$ cat src/include/adc_pkg.sv
package adc_pkg;

    // Core clock.
    localparam int CLK_PERIOD_NS = 20;

    // Result word and buffering.
    localparam int RESULT_W = 16;
    localparam int FIFO_WORDS = 8;

    // Host pin vector: {buffer sleep, converter sleep, fold, read, select, trigger}.
    localparam int PIN_COUNT = 6;
    localparam int PIN_TRIGGER = 0;
    localparam int PIN_SELECT = 1;
    localparam int PIN_READ = 2;
    localparam int PIN_FOLD = 3;
    localparam int PIN_CONV_SLEEP = 4;
    localparam int PIN_BUF_SLEEP = 5;
    localparam logic [5:0] PIN_IDLE = 6'h37;

    // Conversion timing.
    localparam int APERTURE_NS = 3;
    localparam int CONV_MAX_NS = 180;
    localparam int ACQ_MIN_NS = 70;
    localparam int DATA_VALID_NS = 225;
    localparam int SYNC_CYCLES = 3;
    localparam int APERTURE_CYCLES = (APERTURE_NS / CLK_PERIOD_NS < 1) ? 1 : APERTURE_NS / CLK_PERIOD_NS;
    localparam int CONV_MAX_CYCLES = CONV_MAX_NS / CLK_PERIOD_NS;
    localparam int ACQ_CYCLES = (ACQ_MIN_NS + CLK_PERIOD_NS - 1) / CLK_PERIOD_NS;
    localparam int DATA_VALID_CYCLES = DATA_VALID_NS / CLK_PERIOD_NS;
    localparam int CONV_CYCLES = DATA_VALID_CYCLES - SYNC_CYCLES - APERTURE_CYCLES;

    // Power-down timing.
    localparam int SLEEP_PD_NS = 1500;
    localparam int RESET_RECOVER_NS = 100;
    localparam int WAKE_NS = 5000;
    localparam int REF_SETTLE_MS = 25;
    localparam int SLEEP_PD_CYCLES = (SLEEP_PD_NS + CLK_PERIOD_NS - 1) / CLK_PERIOD_NS;
    localparam int RESET_RECOVER_CYCLES = (RESET_RECOVER_NS + CLK_PERIOD_NS - 1) / CLK_PERIOD_NS;
    localparam int WAKE_CYCLES = WAKE_NS / CLK_PERIOD_NS;
    localparam int REF_SETTLE_CYCLES = REF_SETTLE_MS * 1000000 / CLK_PERIOD_NS;

    typedef enum logic [2:0]
    {
        ST_IDLE = 3'h0,
        ST_CONV = 3'h1,
        ST_ACQ = 3'h3,
        ST_HOLD = 3'h2,
        ST_WAKE = 3'h6
    } conv_state_e;

endpackage

$ cat src/hw/sample_fifo.sv
`timescale 1ns/10ps
module sample_fifo
#(
    parameter int WIDTH = 16,
    parameter int DEPTH = 8
)
(
    // Clock and reset.
    input wire logic clk,
    input wire logic rst,
    // Filling side.
    input wire logic [WIDTH-1:0] in_data,
    input wire logic in_valid,
    output logic in_ready,
    // Draining side.
    output logic [WIDTH-1:0] out_data,
    output logic out_valid,
    input wire logic out_ready
);
    localparam int AW = $clog2(DEPTH);
    localparam int CW = $clog2(DEPTH + 1);

    logic [WIDTH-1:0] mem [DEPTH];
    logic [AW-1:0] wr_ptr;
    logic [AW-1:0] rd_ptr;
    logic [CW-1:0] count;
    logic push;
    logic pop;

    // The output register adds one word of slack beyond the memory depth.
    assign in_ready = count < CW'(DEPTH);
    assign push = in_valid && in_ready;
    assign pop = (count != '0) && (!out_valid || out_ready);

    always_ff @(posedge clk)
    begin
        if (push)
        begin
            mem[wr_ptr] <= in_data;
        end
    end

    always_ff @(posedge clk)
    begin
        if (rst)
        begin
            wr_ptr <= '0;
            rd_ptr <= '0;
            count <= '0;
        end
        else
        begin
            if (push)
            begin
                wr_ptr <= AW'(wr_ptr + 1'b1);
            end
            if (pop)
            begin
                rd_ptr <= AW'(rd_ptr + 1'b1);
            end
            count <= CW'(count + CW'(push) - CW'(pop));
        end
    end

    always_ff @(posedge clk)
    begin
        if (rst)
        begin
            out_valid <= 1'b0;
            out_data <= '0;
        end
        else if (pop)
        begin
            out_valid <= 1'b1;
            out_data <= mem[rd_ptr];
        end
        else if (out_ready)
        begin
            out_valid <= 1'b0;
        end
    end

endmodule

$ cat src/hw/sar_adc_conversion_readout.sv
`timescale 1ns/10ps
// Operation
// Trigger fall freezes sample, starts conversion promptly.
// Internal conversion finishes within 180 ns.
// At least 70 ns acquisition between conversions.
// Host keeps trigger widths and 250 ns period.
// Host keeps inputs quiet around trigger fall.
// Result valid by 225 ns; busy falls later.
// Data valid soon after select and read low.
// Bus released soon after select or read high.
// Fold change rearranges bus data promptly.
// Results are two's complement.
// Short converter sleep pulse resets only.
// Long converter sleep resets and powers down.
// Long buffer sleep powers down output buffers.
// Host never wakes converter with buffers asleep.
// Converter operational within 5 us of wake.
// Reference outputs valid within 25 ms.
// Host waits 25 ms after supply rises.
// Sleep fall raises busy, releases bus.
// Host holds other input pulses 10 ns.
// Busy high only while converting; the code also keeps it high in ST_HOLD and ST_WAKE.
// Bus driven only with select and read low.
// Fold puts low byte on upper pins.
// Host captures result after busy falls.
module sar_adc_conversion_readout
    import adc_pkg::*;
#(
    parameter int RESULT_WIDTH = RESULT_W,
    parameter int FIFO_DEPTH = FIFO_WORDS,
    parameter int REF_SETTLE = REF_SETTLE_CYCLES
)
(
    // Clock and reset.
    input wire logic clk,
    input wire logic rst,
    // Host control pins, asynchronous to clk.
    input wire logic conversion_trigger_n,
    input wire logic chip_select_n,
    input wire logic read_strobe_n,
    input wire logic byte_fold,
    input wire logic converter_sleep_n,
    input wire logic buffer_sleep_n,
    // Host status and data pins.
    output logic busy,
    output logic [RESULT_WIDTH-1:0] data_bus_out,
    output logic data_bus_oe,
    // Analog core.
    input wire logic [RESULT_WIDTH-1:0] raw_code,
    output logic sample_hold,
    output logic converter_powered_down,
    output logic buffers_powered_down,
    output logic reference_output_valid,
    // Result stream.
    output logic [RESULT_WIDTH-1:0] stream_data,
    output logic stream_valid,
    input wire logic stream_ready,
    output logic overrun
);
    localparam int HALF = RESULT_WIDTH / 2;
    localparam int RW = $clog2(REF_SETTLE + 1);
    localparam logic [3:0] CONV_LAST = 4'(CONV_CYCLES - 1);
    localparam logic [3:0] ACQ_LAST = 4'(ACQ_CYCLES - 1);
    localparam logic [7:0] PD_COUNT = 8'(SLEEP_PD_CYCLES);
    localparam logic [7:0] WAKE_COUNT = 8'(WAKE_CYCLES);
    localparam logic [7:0] RECOVER_COUNT = 8'(RESET_RECOVER_CYCLES);

    // Swaps the halves when folding so a byte-wide host reads the low byte on the upper pins.
    function automatic logic [RESULT_WIDTH-1:0] fold_word(input logic [RESULT_WIDTH-1:0] w, input logic fold);
        fold_word = fold ? {w[HALF-1:0], w[RESULT_WIDTH-1:HALF]} : w;
    endfunction

    // The core delivers offset binary; flipping the sign bit gives two's complement.
    function automatic logic [RESULT_WIDTH-1:0] to_twos(input logic [RESULT_WIDTH-1:0] w);
        to_twos = {~w[RESULT_WIDTH-1], w[RESULT_WIDTH-2:0]};
    endfunction

    logic [PIN_COUNT-1:0] pin_meta;
    logic [PIN_COUNT-1:0] pin_sync;
    logic trigger_prev;
    logic trigger_fall;
    logic read_active;
    logic [7:0] low_cnt [2];
    logic [1:0] long_low;
    logic [1:0] sleep_s;
    conv_state_e state;
    conv_state_e next_state;
    logic [3:0] phase_cnt;
    logic [7:0] wake_cnt;
    logic conv_done;
    logic [RESULT_WIDTH-1:0] result;
    logic [RW-1:0] ref_cnt;
    logic push_valid;
    logic fifo_in_ready;

    // Every host pin passes two flops before any logic looks at it.
    always_ff @(posedge clk)
    begin
        if (rst)
        begin
            pin_meta <= PIN_IDLE;
            pin_sync <= PIN_IDLE;
        end
        else
        begin
            pin_meta <= {buffer_sleep_n, converter_sleep_n, byte_fold, read_strobe_n, chip_select_n,
                         conversion_trigger_n};
            pin_sync <= pin_meta;
        end
    end

    always_ff @(posedge clk)
    begin
        if (rst)
        begin
            trigger_prev <= 1'b1;
        end
        else
        begin
            trigger_prev <= pin_sync[PIN_TRIGGER];
        end
    end

    assign trigger_fall = trigger_prev && !pin_sync[PIN_TRIGGER];
    assign sleep_s = {pin_sync[PIN_BUF_SLEEP], pin_sync[PIN_CONV_SLEEP]};
    assign read_active = !pin_sync[PIN_SELECT] && !pin_sync[PIN_READ] && sleep_s[0];

    // Low-time meters for both sleep inputs; a pulse shorter than the limit never powers down.
    for (genvar g = 0; g < 2; g++)
    begin : g_sleep_meter
        always_ff @(posedge clk)
        begin
            if (rst || sleep_s[g])
            begin
                low_cnt[g] <= 8'h00;
            end
            else if (low_cnt[g] != PD_COUNT)
            begin
                low_cnt[g] <= 8'(low_cnt[g] + 8'h01);
            end
        end
        assign long_low[g] = (low_cnt[g] == PD_COUNT);
    end

    always_comb
    begin
        next_state = state;
        case (state)
            ST_IDLE:
            begin
                if (trigger_fall && fifo_in_ready)
                begin
                    next_state = ST_CONV;
                end
            end
            ST_CONV:
            begin
                if (phase_cnt == CONV_LAST)
                begin
                    next_state = ST_ACQ;
                end
            end
            ST_ACQ:
            begin
                if (phase_cnt == ACQ_LAST)
                begin
                    next_state = ST_IDLE;
                end
            end
            ST_HOLD:
            begin
                if (sleep_s[0])
                begin
                    next_state = ST_WAKE;
                end
            end
            ST_WAKE:
            begin
                if (wake_cnt == 8'h00 && reference_output_valid)
                begin
                    next_state = ST_ACQ;
                end
            end
            default:
            begin
                next_state = ST_HOLD;
            end
        endcase
        if (!sleep_s[0])
        begin
            next_state = ST_HOLD;
        end
    end

    always_ff @(posedge clk)
    begin
        if (rst)
        begin
            state <= ST_WAKE;
            phase_cnt <= 4'h0;
        end
        else
        begin
            state <= next_state;
            phase_cnt <= (next_state != state) ? 4'h0 : 4'(phase_cnt + 4'h1);
        end
    end

    // Recovery length is chosen while the input is still low, so a long pulse needs the full wake time.
    always_ff @(posedge clk)
    begin
        if (rst)
        begin
            wake_cnt <= 8'h00;
        end
        else if (state == ST_HOLD)
        begin
            wake_cnt <= (long_low[0] || converter_powered_down) ? WAKE_COUNT : RECOVER_COUNT;
        end
        else if (state == ST_WAKE && wake_cnt != 8'h00)
        begin
            wake_cnt <= 8'(wake_cnt - 8'h01);
        end
    end

    always_ff @(posedge clk)
    begin
        if (rst)
        begin
            converter_powered_down <= 1'b0;
        end
        else if (long_low[0])
        begin
            converter_powered_down <= 1'b1;
        end
        else if (state == ST_WAKE && next_state == ST_ACQ)
        begin
            converter_powered_down <= 1'b0;
        end
    end

    always_ff @(posedge clk)
    begin
        if (rst)
        begin
            buffers_powered_down <= 1'b0;
        end
        else if (long_low[1])
        begin
            buffers_powered_down <= 1'b1;
        end
        else if (sleep_s[1])
        begin
            buffers_powered_down <= 1'b0;
        end
    end

    // The reference settles from reset and again after every buffer power-down.
    always_ff @(posedge clk)
    begin
        if (rst || buffers_powered_down || !sleep_s[1])
        begin
            ref_cnt <= '0;
        end
        else if (ref_cnt != RW'(REF_SETTLE))
        begin
            ref_cnt <= RW'(ref_cnt + 1'b1);
        end
    end

    assign reference_output_valid = (ref_cnt == RW'(REF_SETTLE));

    assign conv_done = (state == ST_CONV) && (phase_cnt == CONV_LAST);

    always_ff @(posedge clk)
    begin
        if (rst)
        begin
            sample_hold <= 1'b0;
        end
        else
        begin
            sample_hold <= (next_state == ST_CONV);
        end
    end

    always_ff @(posedge clk)
    begin
        if (rst)
        begin
            result <= '0;
            push_valid <= 1'b0;
        end
        else
        begin
            push_valid <= conv_done;
            if (conv_done)
            begin
                result <= to_twos(raw_code);
            end
        end
    end

    // Bus data load in the same edge as the result so busy, which lags a cycle, falls after it.
    always_ff @(posedge clk)
    begin
        if (rst)
        begin
            data_bus_out <= '0;
        end
        else if (conv_done)
        begin
            data_bus_out <= fold_word(to_twos(raw_code), pin_sync[PIN_FOLD]);
        end
        else
        begin
            data_bus_out <= fold_word(result, pin_sync[PIN_FOLD]);
        end
    end

    always_ff @(posedge clk)
    begin
        if (rst)
        begin
            data_bus_oe <= 1'b0;
        end
        else
        begin
            data_bus_oe <= read_active;
        end
    end

    always_ff @(posedge clk)
    begin
        if (rst)
        begin
            busy <= 1'b1;
        end
        else
        begin
            busy <= (state == ST_CONV) || (state == ST_HOLD) || (state == ST_WAKE) || !sleep_s[0];
        end
    end

    // A trigger that finds the buffer full is dropped and flagged rather than overwriting a word.
    always_ff @(posedge clk)
    begin
        if (rst)
        begin
            overrun <= 1'b0;
        end
        else
        begin
            overrun <= (state == ST_IDLE) && trigger_fall && !fifo_in_ready && sleep_s[0];
        end
    end

    sample_fifo #(
        .WIDTH(RESULT_WIDTH),
        .DEPTH(FIFO_DEPTH)
    ) u_result_fifo (
        .clk(clk),
        .rst(rst),
        .in_data(result),
        .in_valid(push_valid),
        .in_ready(fifo_in_ready),
        .out_data(stream_data),
        .out_valid(stream_valid),
        .out_ready(stream_ready)
    );

    a_freeze_on_trigger: assert property (@(posedge clk) disable iff (rst)
        (state == ST_IDLE && trigger_fall && fifo_in_ready && sleep_s[0]) |=> sample_hold)
        else $error("Sample not frozen after accepted trigger.");

    a_conv_bound: assert property (@(posedge clk) disable iff (rst)
        $rose(sample_hold) |-> ##[1:9] !sample_hold)
        else $error("Conversion longer than allowed.");

    a_acq_gap: assert property (@(posedge clk) disable iff (rst)
        $fell(sample_hold) |-> !sample_hold[*4])
        else $error("Acquisition interval too short.");

    a_result_latency: assert property (@(posedge clk) disable iff (rst)
        (state == ST_IDLE && next_state == ST_CONV) |-> ##8 (state != ST_CONV && state != ST_IDLE))
        else $error("Result not ready in time after trigger.");

    a_busy_after_data: assert property (@(posedge clk) disable iff (rst)
        $fell(busy) |-> (state == ST_ACQ && $past(state) == ST_ACQ))
        else $error("Busy fell before data was valid.");

    a_twos_result: assert property (@(posedge clk) disable iff (rst)
        conv_done |=> result == {~$past(raw_code[RESULT_WIDTH-1]), $past(raw_code[RESULT_WIDTH-2:0])})
        else $error("Result not in two's complement.");

    a_bus_enable: assert property (@(posedge clk) disable iff (rst)
        data_bus_oe |-> (!$past(pin_meta[PIN_SELECT], 2) && !$past(pin_meta[PIN_READ], 2)))
        else $error("Bus driven without select and read.");

    a_fold_layout: assert property (@(posedge clk) disable iff (rst)
        (state == ST_IDLE && $past(state) == ST_IDLE) |->
            ($past(pin_sync[PIN_FOLD]) ? (data_bus_out[RESULT_WIDTH-1:HALF] == result[HALF-1:0])
            : (data_bus_out == result)))
        else $error("Bus layout does not match fold select.");

    a_sleep_busy: assert property (@(posedge clk) disable iff (rst)
        $fell(sleep_s[0]) |=> (busy && !data_bus_oe))
        else $error("Busy or bus wrong after converter sleep.");

    a_long_sleep: assert property (@(posedge clk) disable iff (rst)
        (!sleep_s[0] && low_cnt[0] == PD_COUNT - 8'h01) |-> ##2 converter_powered_down)
        else $error("Converter not powered down after long sleep.");

    a_buffer_sleep: assert property (@(posedge clk) disable iff (rst)
        (!sleep_s[1] && low_cnt[1] == PD_COUNT - 8'h01) |-> ##2 buffers_powered_down)
        else $error("Buffers not powered down after long sleep.");

    a_wake_time: assert property (@(posedge clk) disable iff (rst)
        ($rose(sleep_s[0]) && reference_output_valid && sleep_s[1]) |-> ##[1:255] (state != ST_WAKE))
        else $error("Converter not operational in time after wake.");

endmodule

$ cat config.mk
export PLATFORM = sky130hd
export DESIGN_NAME = sar_adc_conversion_readout
export DESIGN_NICKNAME = d
export VERILOG_FILES = /design/src/include/adc_pkg.sv /design/src/hw/sample_fifo.sv /design/src/hw/sar_adc_conversion_readout.sv
export SDC_FILE = /design/constraint.sdc
export NUM_CORES = 1
export LEC_CHECK = 0
export BUFFER_PORTS_ARGS = -buffer_cell sky130_fd_sc_hd__buf_2
export CORE_MARGIN = 2
export CORE_UTILIZATION = 45
export CTS_BUF_LIST = sky130_fd_sc_hd__clkbuf_2 sky130_fd_sc_hd__clkbuf_4 sky130_fd_sc_hd__clkbuf_8
export CTS_CLUSTER_SIZE = 40
export DETAILED_ROUTE_END_ITERATION = 7
export PLACE_DENSITY = 0.7
export REMOVE_ABC_BUFFERS = 1
export SYNTH_ARGS = -nofsm -noshare
export SYNTH_HDL_FRONTEND = slang
export SYNTH_HIERARCHICAL = 1
export SYNTH_SLANG_ARGS = --single-unit
$ cat constraint.sdc
create_clock -name clk -period 2.94 [get_ports clk]
set_input_delay 0.441 -clock clk [delete_from_list [all_inputs] [get_ports clk]]
set_output_delay 0.441 -clock clk [all_outputs]
set_load 0.005 [all_outputs]
Yosys cells after proc, flatten, opt, wreduce, memory -nomap -nowiden. Memories as Yosys holds them, arrays and structs flattened. A register that Yosys moved wholly into a read port is not among the register bits. Cells that the tools add are included.

Memories: 2. Output and inout bits: 40. Bits in writable memories: 144. Register bits: 99. Bits of input ports: 25. Logic and storage cells: 120.

Memories: u_result_fifo.mem (depth 8, width 16, read ports 1, clocked after memory_dff 1, wr ports 1, RTL line sample_fifo.sv:23) `logic [WIDTH-1:0] mem [DEPTH];`; low_cnt (depth 2, width 8, read ports 2, clocked after memory_dff 0, wr ports 2, RTL line sar_adc_conversion_readout.sv:83) `logic [7:0] low_cnt [2];`.

Bitwise operators: 3. Muxes and demuxes: 32. $lt $le $gt $ge: 1. Add/sub/neg operators: 9. Equality and inequality tests: 15. Reductions and logical operators: 38.

Operators with widths (number): two-way mux 16 bit (3); two-way mux 8 bit (5); adder 21 x 1 -> 21 bit, second input constant (1); equality test 21 bit, second input constant (1); != test 21 bit, second input constant (1); two-way mux 1 bit (18); adder 8 x 1 -> 8 bit, second input constant (2); equality test 8 x 7 -> 1 bit, second input constant (2); != test 8 x 7 -> 1 bit, second input constant (2); two-way mux 3 bit (5); case mux 3 bit (5 select lines) (1); logical AND 1 bit (13); equality test 3 x 2 -> 1 bit, second input constant (3); logical OR 1 bit (9); zero test 8 bit (1); nonzero test 2 bit (4); nonzero test 8 bit (1); subtractor 8 x 1 -> 8 bit, second input constant (1); zero test 1 bit (7); adder 3 x 1 -> 3 bit, second input constant (2); equality test 3 x 1 -> 1 bit, second input constant (2); adder 4 x 1 -> 4 bit (1); adder 4 x 1 -> 4 bit, second input constant (1); equality test 4 x 2 -> 1 bit, second input constant (1); other kinds (10) (11).

Logic depth before layout (Yosys ltp). Gate-level depths: netlist (run 1).

Depth in word-level cells: 10. Gate-level depth with buffers: 13. Gate-level depth less buffers: 12.

Modules after synthesis. The synthesis (run 1) kept the hierarchy.

Modules (own cells, without submodules): sample_fifo (area each 6060.8 sq um, cells each 343, times used 1, seq. area each 4384.2 sq um); sar_adc_conversion_readout (area each 4398.0 sq um, cells each 446, times used 1, seq. area each 2242.2 sq um).

Worst setup path before layout (run 1). Ideal clock, no wire load.

Path kind: register to register. Start point: register u_result_fifo.count[3]. End point: register u_result_fifo.count[2]. Data arrival time: 2.179 ns. Buffers on the path: 1. Slack: 0.633 ns. Data required time: 2.812 ns. Period minus slack after synthesis: 2.307 ns. Library setup time: 0.128 ns. Stages on the path, launching flop included: 13. Cells stage by stage: dfxtp_1 > inv_1 > ha_1 > or3b_4 > nand2_4 > inv_2 > buf_6 > ha_1 > inv_1 > ha_1 > fa_1 > xnor2_1 > nor2_1.

Cells in the longest elaborated chain, start to end: 4. Elaborated cells between the ends (all ways): 6. Those cells by class: add/sub (2); order compare (1); reduce/logical (3).

RTL lines: start, declared (RTL line sample_fifo.sv:26) `logic [CW-1:0] count;`; start signal, assigned (RTL line sample_fifo.sv:61) `count <= CW'(count + CW'(push) - CW'(pop));`; less-than comparator 4 bit (RTL line sample_fifo.sv:31) `assign in_ready = count < CW'(DEPTH);`; named net fifo_in_ready (RTL line sar_adc_conversion_readout.sv:94) `logic fifo_in_ready;`; logical AND 1 bit (RTL line sample_fifo.sv:32) `assign push = in_valid && in_ready;`; adder 4 x 1 -> 4 bit (RTL line sample_fifo.sv:61); subtractor 4 x 1 -> 4 bit (RTL line sample_fifo.sv:61).

The timed path passes the listed nets, and every way through them passes these cells. A chain may end at the register's enable or synchronous reset.

Worst setup path after layout (run 1).
Start point: register ref_cnt[0]. End point: output reference_output_valid.

Cells in the longest elaborated chain, start to end: 1.

RTL lines: start, declared (RTL line sar_adc_conversion_readout.sv:92) `logic [RW-1:0] ref_cnt;`; start signal, assigned (RTL line sar_adc_conversion_readout.sv:267) `ref_cnt <= RW'(ref_cnt + 1'b1);`; equality test 21 bit (RTL line sar_adc_conversion_readout.sv:271) `assign reference_output_valid = (ref_cnt == RW'(REF_SETTLE));`; end, declared (RTL line sar_adc_conversion_readout.sv:53) `output logic reference_output_valid,`.

Every way passes these cells.

==> results of run 1 <==
-- final timing paths --
check	start	endpoint	slack [ns]	cells after the start
worst max register to register	u_result_fifo/count[3]	u_result_fifo/count[2]	0.49	11
worst min register to register	pin_sync[1]	data_bus_oe	0.38	1
worst min-delay path	read_strobe_n	pin_meta[2]	0.08	2
worst max-delay path	ref_cnt[0]	reference_output_valid	0.45	5
-- cell usage after synthesis (all sizes together) (3+ instances only) --
cell type	n
a211oi	33
edfxtp	144
clkbuf	16
nand4	7
o22ai	16
nor4b	4
ha	14
a31oi	4
or2	13
buf	18
nand2	25
nor4	8
dfxtp	115
o21ai	7
mux2i	49
a21oi	15
and4	3
nor2b	22
nor2	100
nand3	23
mux4	17
xnor2	14
nand2b	11
inv	20
or3	5
nor3	26
and3	8
xor2	24
-- through the flow --
step | cells | utilization, % | hold WS, ns | setup slack [ns] | power, uW
CTS | 1195 | 52.18 | 0.04772 | 0.4114 | 9029
finish | 1195 | 52.18 | 0.07708 | 0.4511 | 8925
global route | 1195 | 52.18 | 0.06135 | 0.3297 | 9366
floorplan | 754 | - | 0.3684 | 0.02634 | 5420
global placement | 1121 | 48.52 | 0.3846 | 0.5280 | 5932
detailed placement | 1121 | 48.52 | 0.3805 | 0.4767 | 5974
-- where the power goes --
| part | switching, uW | leakage, uW | total, uW | internal, uW |
|---|---|---|---|---|
| Combinational | 987 | 0.00150 | 1730 | 745 |
| Sequential | 146 | 0.00202 | 4150 | 4000 |
| Clock | 1320 | 0.000438 | 3040 | 1720 |
-- cell families (layout without fill, tap and decap cells) --
logic type	after synthesis	count (layout)	share of synthesized area (%)
AND/OR/NAND/NOR	265	265	12.99
flip-flops	259	259	63.36
AO/OA/AOI/OAI	90	90	6.807
multiplexers	67	67	8.458
buffers and inverters	55	176	3.338
XOR/XNOR	38	38	3.182
adder cells (fa/ha/maj)	15	15	1.866
-- worst register-to-register path, cell delays in order (launching register included) --
cell,delay [ns]
dfxtp_1,0.31
inv_1,0.08
ha_1,0.17
or3b_4,0.40
nand2_4,0.08
inv_2,0.15
ha_1,0.32
inv_1,0.04
ha_1,0.20
fa_1,0.38
xnor2_1,0.15
nor2_1,0.05
-- flip-flops by register name, summed over array words and instances, names as in the netlist, 3 cells and up --
signal / cells
low_cnt: 16
result: 16
wake_cnt: 8
ref_cnt: 21
u_result_fifo/count: 4
u_result_fifo/rd_ptr: 3
pin_meta: 6
phase_cnt: 4
u_result_fifo/mem: 128
u_result_fifo/out_data: 16
pin_sync: 6
state: 3
data_bus_out: 16
u_result_fifo/wr_ptr: 3
-- routing by layer --
layer	track usage, %	part of all wire, %	wire, microns	vias to the layer above
li1	-	-	-	3074
met1	22.71	45	9349	3085
met2	28.72	47	9779	136
met3	3.489	5.0	1028	39
met4	6.204	2.3	471	0
met5	0	0	0	-
-- layout make-up --
cell class | count | area (sq um) | share of cell area (%)
inverters | 20 | 75.07 | 0.6336
flip-flops and latches | 259 | 6628 | 55.93
multi-input cells | 475 | 3502 | 29.56
clock inverters | 10 | 73.82 | 0.6230
clock buffers | 64 | 755.7 | 6.378
repair buffers | 82 | 457.9 | 3.865
well taps | 285 | 356.6 | 3.009
==> flow_summary.toml, run 1 <==
[clocking]
path_clk_slew_ns = 0.06
cts_buffers = 41
cts_setup_buffers = 0
hold_buffers = 0
cts.repair.resized = 0
clk_path_buf_depth = 3
cts_tree = "done"
cts.sinks = 259
cts_root_buffer = "clkbuf_8"
clock_latency_ns = 0.55
htreeDepth = 2

[timing]
tightest_slew_ns = 0.8299
fin_skew_ns = 0.01264
drv_slew = 0
fin_tns_setup_ns = 0
finalCriticalPeriod_ns = 2.489
fin_crit_sh_pct = 84.66
finalHoldViolations = 0
setup-violations-final = 0
slew_headroom_pct = 44.54
rsz0062_at_grt = "no"
fmax_ghz = 0.4018

[yosys]
ys_warn_count = 6
syn_area_per_cell_sq_um = 13.26
ys_ff_latch = 259
synth_cell_types = 67
syn-cell-area_sq_um = 10460
ys_seq_area_share_pct = 63.36
async_flop_share_pct = 0
synth.largest_area_cell = "edfxtp_1"
ys_top_cells_by_area = "edfxtp_1 41%, dfxtp_1 22%, mux2i_1 4.7%"
synth_edf_count = 144
syn_inst = 789
ys.flop_type = "edfxtp_1"
synth_top_area_share_pct = 41.34

[detailed_routing]
first_pass_iters = 4
viasPerCell = 5.300
drc = 0
num_vias = 6334
final_antenna_net_count = 0
drt-initial-drc-count = 411
wl_mm = 20.63
wl_per_cell_microns = 17.26

[min_path]
hold_path_class = "input port to flip-flop"

[global_routing]
grt_pass1_vias = 6430
grt_overflow = 0
grtUsageTotal_pct = 17.33
grt_pass1_wl_mm = 33.24
grt_max_degree = 48
antenna_found_initial = 0

[pwr]
leakage_uw = 0.003959
power_per_cell_area_nw_per_um2 = 753.3
peakVddDrop_v = 0.0003977

[die]
die_w_microns = 156.5
fp.dieH_microns = 156.5
core_sq_um = 22710
dieArea_sq_um = 24480
rows = 55
initial_core_util_pct = 46.06
ios = 65

[final_layout]
final_common_cell = "edfxtp_1"
fin_area_sq_um = 11850
n_fill_cell = 1922
antenna_cells = 0
layout_common_cells = "144 x edfxtp_1, 114 x dfxtp_1, 99 x nor2_1"
areaGrowthSynthToFinish_pct = 13.29
nNetsFinal = 919
drive_above_1_share_pct = 23.08

[setup_path]
arrival_ns = 2.05
worstPathRequired_ns = 2.50
slowest_delay_ns = 0.48
critical_path.startpoint_type = "flip-flop"
crit_type = "flip-flop to primary output"
crit_family = "simple AND/OR/NAND/NOR gates"
slowest_stage = "or4b_4"
end_kind = "primary output"
crit_fanout = 4
crit_chain = "inv_1, ha_1, or4b_4, nor3_1, buf_2"
path_buf_inv = 2

[placement]
io_buffer_count = 64
dp_hpwl_mm = 13.25
place_area_sq_um = 11020
place_congestion = 0.7965

[status]
status = "finished, final reports clean"

[job]
cap_violations = 0
Note: power is estimated with default switching activity, not from simulation.
==> run 2: changes to the inputs <==
--- a/config.mk
+++ b/config.mk
@@ -5,6 +5,7 @@
 export SDC_FILE = /design/constraint.sdc
 export NUM_CORES = 1
 export LEC_CHECK = 0
+export ABC_AREA = 1
 export BUFFER_PORTS_ARGS = -buffer_cell sky130_fd_sc_hd__buf_2
 export CORE_MARGIN = 2
 export CORE_UTILIZATION = 45
==> constraint.sdc (replaced) <==
create_clock -name clk -period 2.4 [get_ports clk]
set_input_delay 0.36 -clock clk [delete_from_list [all_inputs] [get_ports clk]]
set_output_delay 0.36 -clock clk [all_outputs]
set_load 0.005 [all_outputs]
==> run 2 against run 1 <==
Die area rose by 7.0%. Sequential share of layout area fell by 4.4 points. Power rose by 31%. Core utilization rose by 0.59 points. Clock skew rose by 0.014 ns. Combinational power rose by 47%. Sequential power rose by 21%. Clock power rose by 34%. Cell count rose by 42%. Synthesized cell count rose by 58%.
==> flow_summary.toml, run 2 <==
[status]
status = "finished, final reports clean"

[setup_path]
crit_fanout = 7
end_kind = "primary output"
r2r-start = "u_result_fifo/count[3]"
slowest_stage = "dfxtp_1"
path_buf_inv = 3
slowest_delay_ns = 0.45
crit_type = "flip-flop to primary output"
arrival_ns = 1.77
reg2reg_slack_ns = 0.35
rr_endpoint = "u_result_fifo/count[2]"
critical_path.startpoint_type = "flip-flop"
crit_chain = "nand2_1, inv_1, nand2_1, nor2_1, nand3_1, inv_1, buf_2"
crit_family = "flip-flops"
worstPathRequired_ns = 2.04
setup.worst_path.start = "ref_cnt[9]"
r2r.worst_path.cells = 11

[final_layout]
top_regs = "u_result_fifo/mem x128, ref_cnt x21"
largest_reg_flops = 128
final_common_cell = "nand2_1"
regMostFlops = "u_result_fifo/mem"
areaGrowthSynthToFinish_pct = 14.80
nNetsFinal = 1380
fin_area_sq_um = 12870
layout_common_cells = "285 x nand2_1, 188 x inv_1, 144 x edfxtp_1"
n_fill_cell = 2258
drive_above_1_share_pct = 14.20

[detailed_routing]
drc = 0
drt-initial-drc-count = 511
wl_mm = 24.42
viasPerCell = 5.024
wl_per_cell_microns = 14.36
num_vias = 8541
first_pass_iters = 5
final_antenna_net_count = 0

[yosys]
ys.flop_type = "edfxtp_1"
ys_top_cells_by_area = "edfxtp_1 39%, dfxtp_1 21%, nand2_1 9.5%"
synth_cell_types = 42
ys_ff_latch = 259
synth_edf_count = 144
ys_seq_area_share_pct = 59.10
syn_area_per_cell_sq_um = 8.998
syn_inst = 1246
ys_warn_count = 6
synth.cells.most_frequent = "285 x nand2_1, 188 x inv_1, 144 x edfxtp_1"
synth.largest_area_cell = "edfxtp_1"
syn-cell-area_sq_um = 11210
synth.most_common_cell = "nand2_1"
async_flop_share_pct = 0
synth_top_area_share_pct = 38.57

[global_routing]
antenna_found_initial = 4
grt_pass1_vias = 8206
grtUsageTotal_pct = 18.60
grt_overflow = 0
grt_max_degree = 38
grt_pass1_wl_mm = 39.77

[clocking]
path_clk_slew_ns = 0.07
cts_buffers = 43
cts_root_buffer = "clkbuf_8"
clk_path_buf_depth = 3
htreeDepth = 2
cts_setup_buffers = 0
cts.repair.resized = 0
hold_buffers = 7
clock_latency_ns = 0.55
cts.sinks = 259
cts_tree = "done"

[die]
ios = 65
rows = 57
fp.dieH_microns = 161.8
die_w_microns = 161.8
core_sq_um = 24390
dieArea_sq_um = 26190
initial_core_util_pct = 45.97

[timing]
fin_crit_sh_pct = 88.67
fin_skew_ns = 0.02657
finalCriticalPeriod_ns = 2.128
slew_headroom_pct = 59.21
rsz0062_at_grt = "no"
fmax_ghz = 0.4699
drv_slew = 0
finalHoldViolations = 0
setup-violations-final = 0
tightest_slew_ns = 0.6113
fin_tns_setup_ns = 0

[pwr]
leakage_uw = 0.005533
peakVddDrop_v = 0.0005835
power_per_cell_area_nw_per_um2 = 905.9

[min_path]
min_to = "result[7]"
hold_path_class = "input port to flip-flop"
worstHoldPathCells = 3
worstHoldStart = "raw_code[7]"

[placement]
place_congestion = 0.8611
io_buffer_count = 64
dp_hpwl_mm = 16.19
place_area_sq_um = 11880

[job]
cap_violations = 0
==> run 2: worst min-delay path, cell delays in order <==
cell    delay (ns)
buf_2         0.10
nor2_1        0.05
nor2_1        0.08
==> run 2: worst max path at each step <==
stage                                endpoint  cells after the start
detailed placement     u_result_fifo/count[2]                     11
global placement       u_result_fifo/count[2]                     11
global route           reference_output_valid                      7
finish                 reference_output_valid                      7
floorplan           u_result_fifo/out_data[0]                      7
CTS                    reference_output_valid                      7
==> run 2: power by group <==
group,leakage [uW],switching [uW],internal [uW],total (uW)
clock network,0.000474,1730,2350,4080
registers,0.00223,142,4890,5030
logic,0.00283,1630,910,2540
total,0.00553,3510,8150,11700
==> run 2: per-stage QoR <==
| stage | hold WS, ns | instances | setup slack [ns] | util [%] | total power [uW] |
|---|---|---|---|---|---|
| after global routing | 0.1063 | 1697 | 0.1506 | 52.74 | 12360 |
| after floorplan | 0.3728 | 1198 | -0.2144 | - | 6807 |
| after detailed placement | 0.3923 | 1612 | 0.3565 | 48.69 | 7665 |
| final | 0.07431 | 1700 | 0.2720 | 52.77 | 11660 |
| after CTS | 0.04409 | 1697 | 0.2673 | 52.74 | 11780 |
| after global placement | 0.3777 | 1612 | 0.4286 | 48.69 | 7595 |
==> run 2: area by class of cell <==
type	count	area (sq um)	share of cell area, %
inverter	198	743.2	5.774
clock inverter	14	118.9	0.9235
timing repair buffer	97	585.6	4.549
multi-input combinational	741	3583	27.84
clock buffer	64	799.5	6.212
antenna	3	7.507	0.05833
sequential	259	6628	51.49
tap	324	405.4	3.150
==> run 2: metal layers <==
layer	track usage [%]	part of all wire, %	vias up
met1	23.04	43	3983
met4	5.953	2.2	2
met5	0	0.053	-
met2	32.17	49	217
met3	4.443	6.1	58
li1	-	-	4281
==> run 2: cells by family after synthesis <==
logic type | Yosys count | synth area share (%)
compound gates | 159 | 8.292
buf+inv | 246 | 8.961
xor+xnor | 8 | 0.6249
simple gates | 559 | 21.28
flops | 259 | 59.10
fa+ha+maj | 15 | 1.741
==> run 3: changes to the inputs <==
==> constraint.sdc (replaced) <==
create_clock -name clk -period 2.4 [get_ports clk]
set_input_delay 0.36 -clock clk [delete_from_list [all_inputs] [get_ports clk]]
set_output_delay 0.36 -clock clk [all_outputs]
set_load 0.05 [all_outputs]
==> run 3 against run 2 <==
Clock skew down 0.0076 ns. First-iteration DRC count up 2.7%. Largest power group unchanged. Via count down 2.3%. Fmax down 3.7%. Worst setup slack worse by 0.081 ns. Non-clock buffer count down 6. Power up 4.6%. Combinational power up 17%. Clock power up 3%. Wire length down 4.7%. Cell count down 0.24%. Clock-buffer cell count up 2.
==> flow_summary.toml, run 3 (synthesized netlist as in run 2, its figures left out) <==
[timing]
tightest_slew_ns = 0.6944
hold_slack_ns = 0.02941
rsz0062_at_grt = "no"
setup-violations-final = 0
finalCriticalPeriod_ns = 2.209
finalWorstSetupSlack_ns = 0.1911
fin_crit_sh_pct = 92.04
slew_headroom_pct = 53.71
fin_tns_setup_ns = 0
fmax_ghz = 0.4527
finalHoldViolations = 0
drv_slew = 0
fin_skew_ns = 0.01901

[global_routing]
grt_max_degree = 66
grt_overflow = 0
antenna_found_initial = 5
grt_pass1_wl_mm = 38.61
grt_pass1_vias = 8068
grtUsageTotal_pct = 17.97

[die]
dieArea_sq_um = 26190
die_w_microns = 161.8
initial_core_util_pct = 45.97
ios = 65
core_sq_um = 24390
fp.dieH_microns = 161.8
rows = 57

[clocking]
cts_buffers = 43
cts_root_buffer = "clkbuf_8"
cts.sinks = 259
cts_setup_buffers = 0
cts_tree = "done"
path_clk_slew_ns = 0.06
clk_path_buf_depth = 3
htreeDepth = 2
clock_latency_ns = 0.54

[placement]
place_congestion = 0.8691
place_ws_ns = 0.3785
dp_hpwl_mm = 15.51
io_buffer_count = 64
dpl.cell_count = 1609
place_area_sq_um = 11870

[final_layout]
nNetsFinal = 1374
final_common_cell = "nand2_1"
drive_above_1_share_pct = 14.46
layout_common_cells = "285 x nand2_1, 188 x inv_1, 144 x edfxtp_1"
n_fill_cell = 2177
final_cells = 1696
top_regs = "u_result_fifo/mem x128, ref_cnt x21"
fin_area_sq_um = 12880
regMostFlops = "u_result_fifo/mem"
areaGrowthSynthToFinish_pct = 14.86
largest_reg_flops = 128

[min_path]
worstHoldStart = "buffer_sleep_n"
hold_path_class = "input port to flip-flop"

[detailed_routing]
final_antenna_net_count = 0
drc = 0
wl_per_cell_microns = 13.72
viasPerCell = 4.921
drt-initial-drc-count = 525
first_pass_iters = 5
wl_mm = 23.27
num_vias = 8346

[job]
cap_violations = 0

[setup_path]
critical_path.startpoint_type = "flip-flop"
r2r.worst_path.cells = 11
reg2reg_slack_ns = 0.37
rr_endpoint = "u_result_fifo/count[2]"
crit_type = "flip-flop to primary output"
arrival_ns = 1.85
crit_fanout = 7
r2r-start = "u_result_fifo/count[3]"
critPathCapture = "reference_output_valid"
setup.worst_path.start = "ref_cnt[9]"
end_kind = "primary output"
worstPathRequired_ns = 2.04

[pwr]
leakage_uw = 0.005540
power_per_cell_area_nw_per_um2 = 947.1
peakVddDrop_v = 0.0004782

[status]
status = "finished, final reports clean"
run 3: cell types whose count changed in the layout (fill, tap and decap cells not counted):
cell | previous run | this run
buf_12 | 0 | 1
clkinv_1 | 9 | 5
clkbuf_4 | 13 | 15
buf_4 | 26 | 23
clkinv_2 | 2 | 5
bufinv_16 | 2 | 3
buf_2 | 64 | 63
dlygate4sd3_1 | 7 | 4
run 3: per-stage QoR:
stage                     power (uW)  utilization (%)
final                          12200            52.80
after global routing           12870            52.78
after CTS                      12320            52.76
after detailed placement        8094            48.65
after global placement          8039            48.65
after floorplan                 7241                -
run 3: worst min-delay path by stage:
stage	end	slack (ns)	depth (start not counted)
after global routing	pin_meta[5]	0.01	2
after floorplan	data_bus_oe	0.37	1
after CTS	result[15]	0.006	2
after detailed placement	data_bus_oe	0.39	1
after global placement	data_bus_oe	0.38	1
final	pin_meta[5]	0.03	2
run 3: critical path, cell delays in order (launching register included):
cell	delay, ns
dfxtp_1	0.43
nand2_1	0.08
inv_1	0.11
nand2_1	0.06
nor2_1	0.13
nand3_1	0.14
inv_1	0.15
buf_4	0.22
run 3: final cells by class:
cell class	count	area [sq um]	area share, %
clock buffers	66	814.5	6.325
inverters	198	743.2	5.771
clock inverters	14	148.9	1.156
diodes	3	7.507	0.05829
repair buffers	91	548.0	4.255
well taps	324	405.4	3.148
flip-flops and latches	259	6628	51.46
multi-input cells	741	3583	27.82
run 3: layer usage:
layer | track usage (%) | wire length [microns] | vias to the layer above
li1 | - | - | 4266
met1 | 22.76 | 10340 | 3838
met2 | 30.79 | 11250 | 191
met3 | 4.060 | 1177 | 47
met4 | 5.511 | 485 | 4
met5 | 0 | 21 | -
run 3: power by group:
part / internal (uW) / switching, uW / total, uW
logic: 913 / 2050 / 2970
registers: 4890 / 138 / 5030
clock network: 2500 / 1700 / 4200
run 3: what timing repair did:
item / 4_1_cts / 5_1_grt
hold endpoints to repair: 4 / 0
setup endpoints to repair: 0 / 1
hold buffers: 4 / 0
resized for setup: 0 / 2
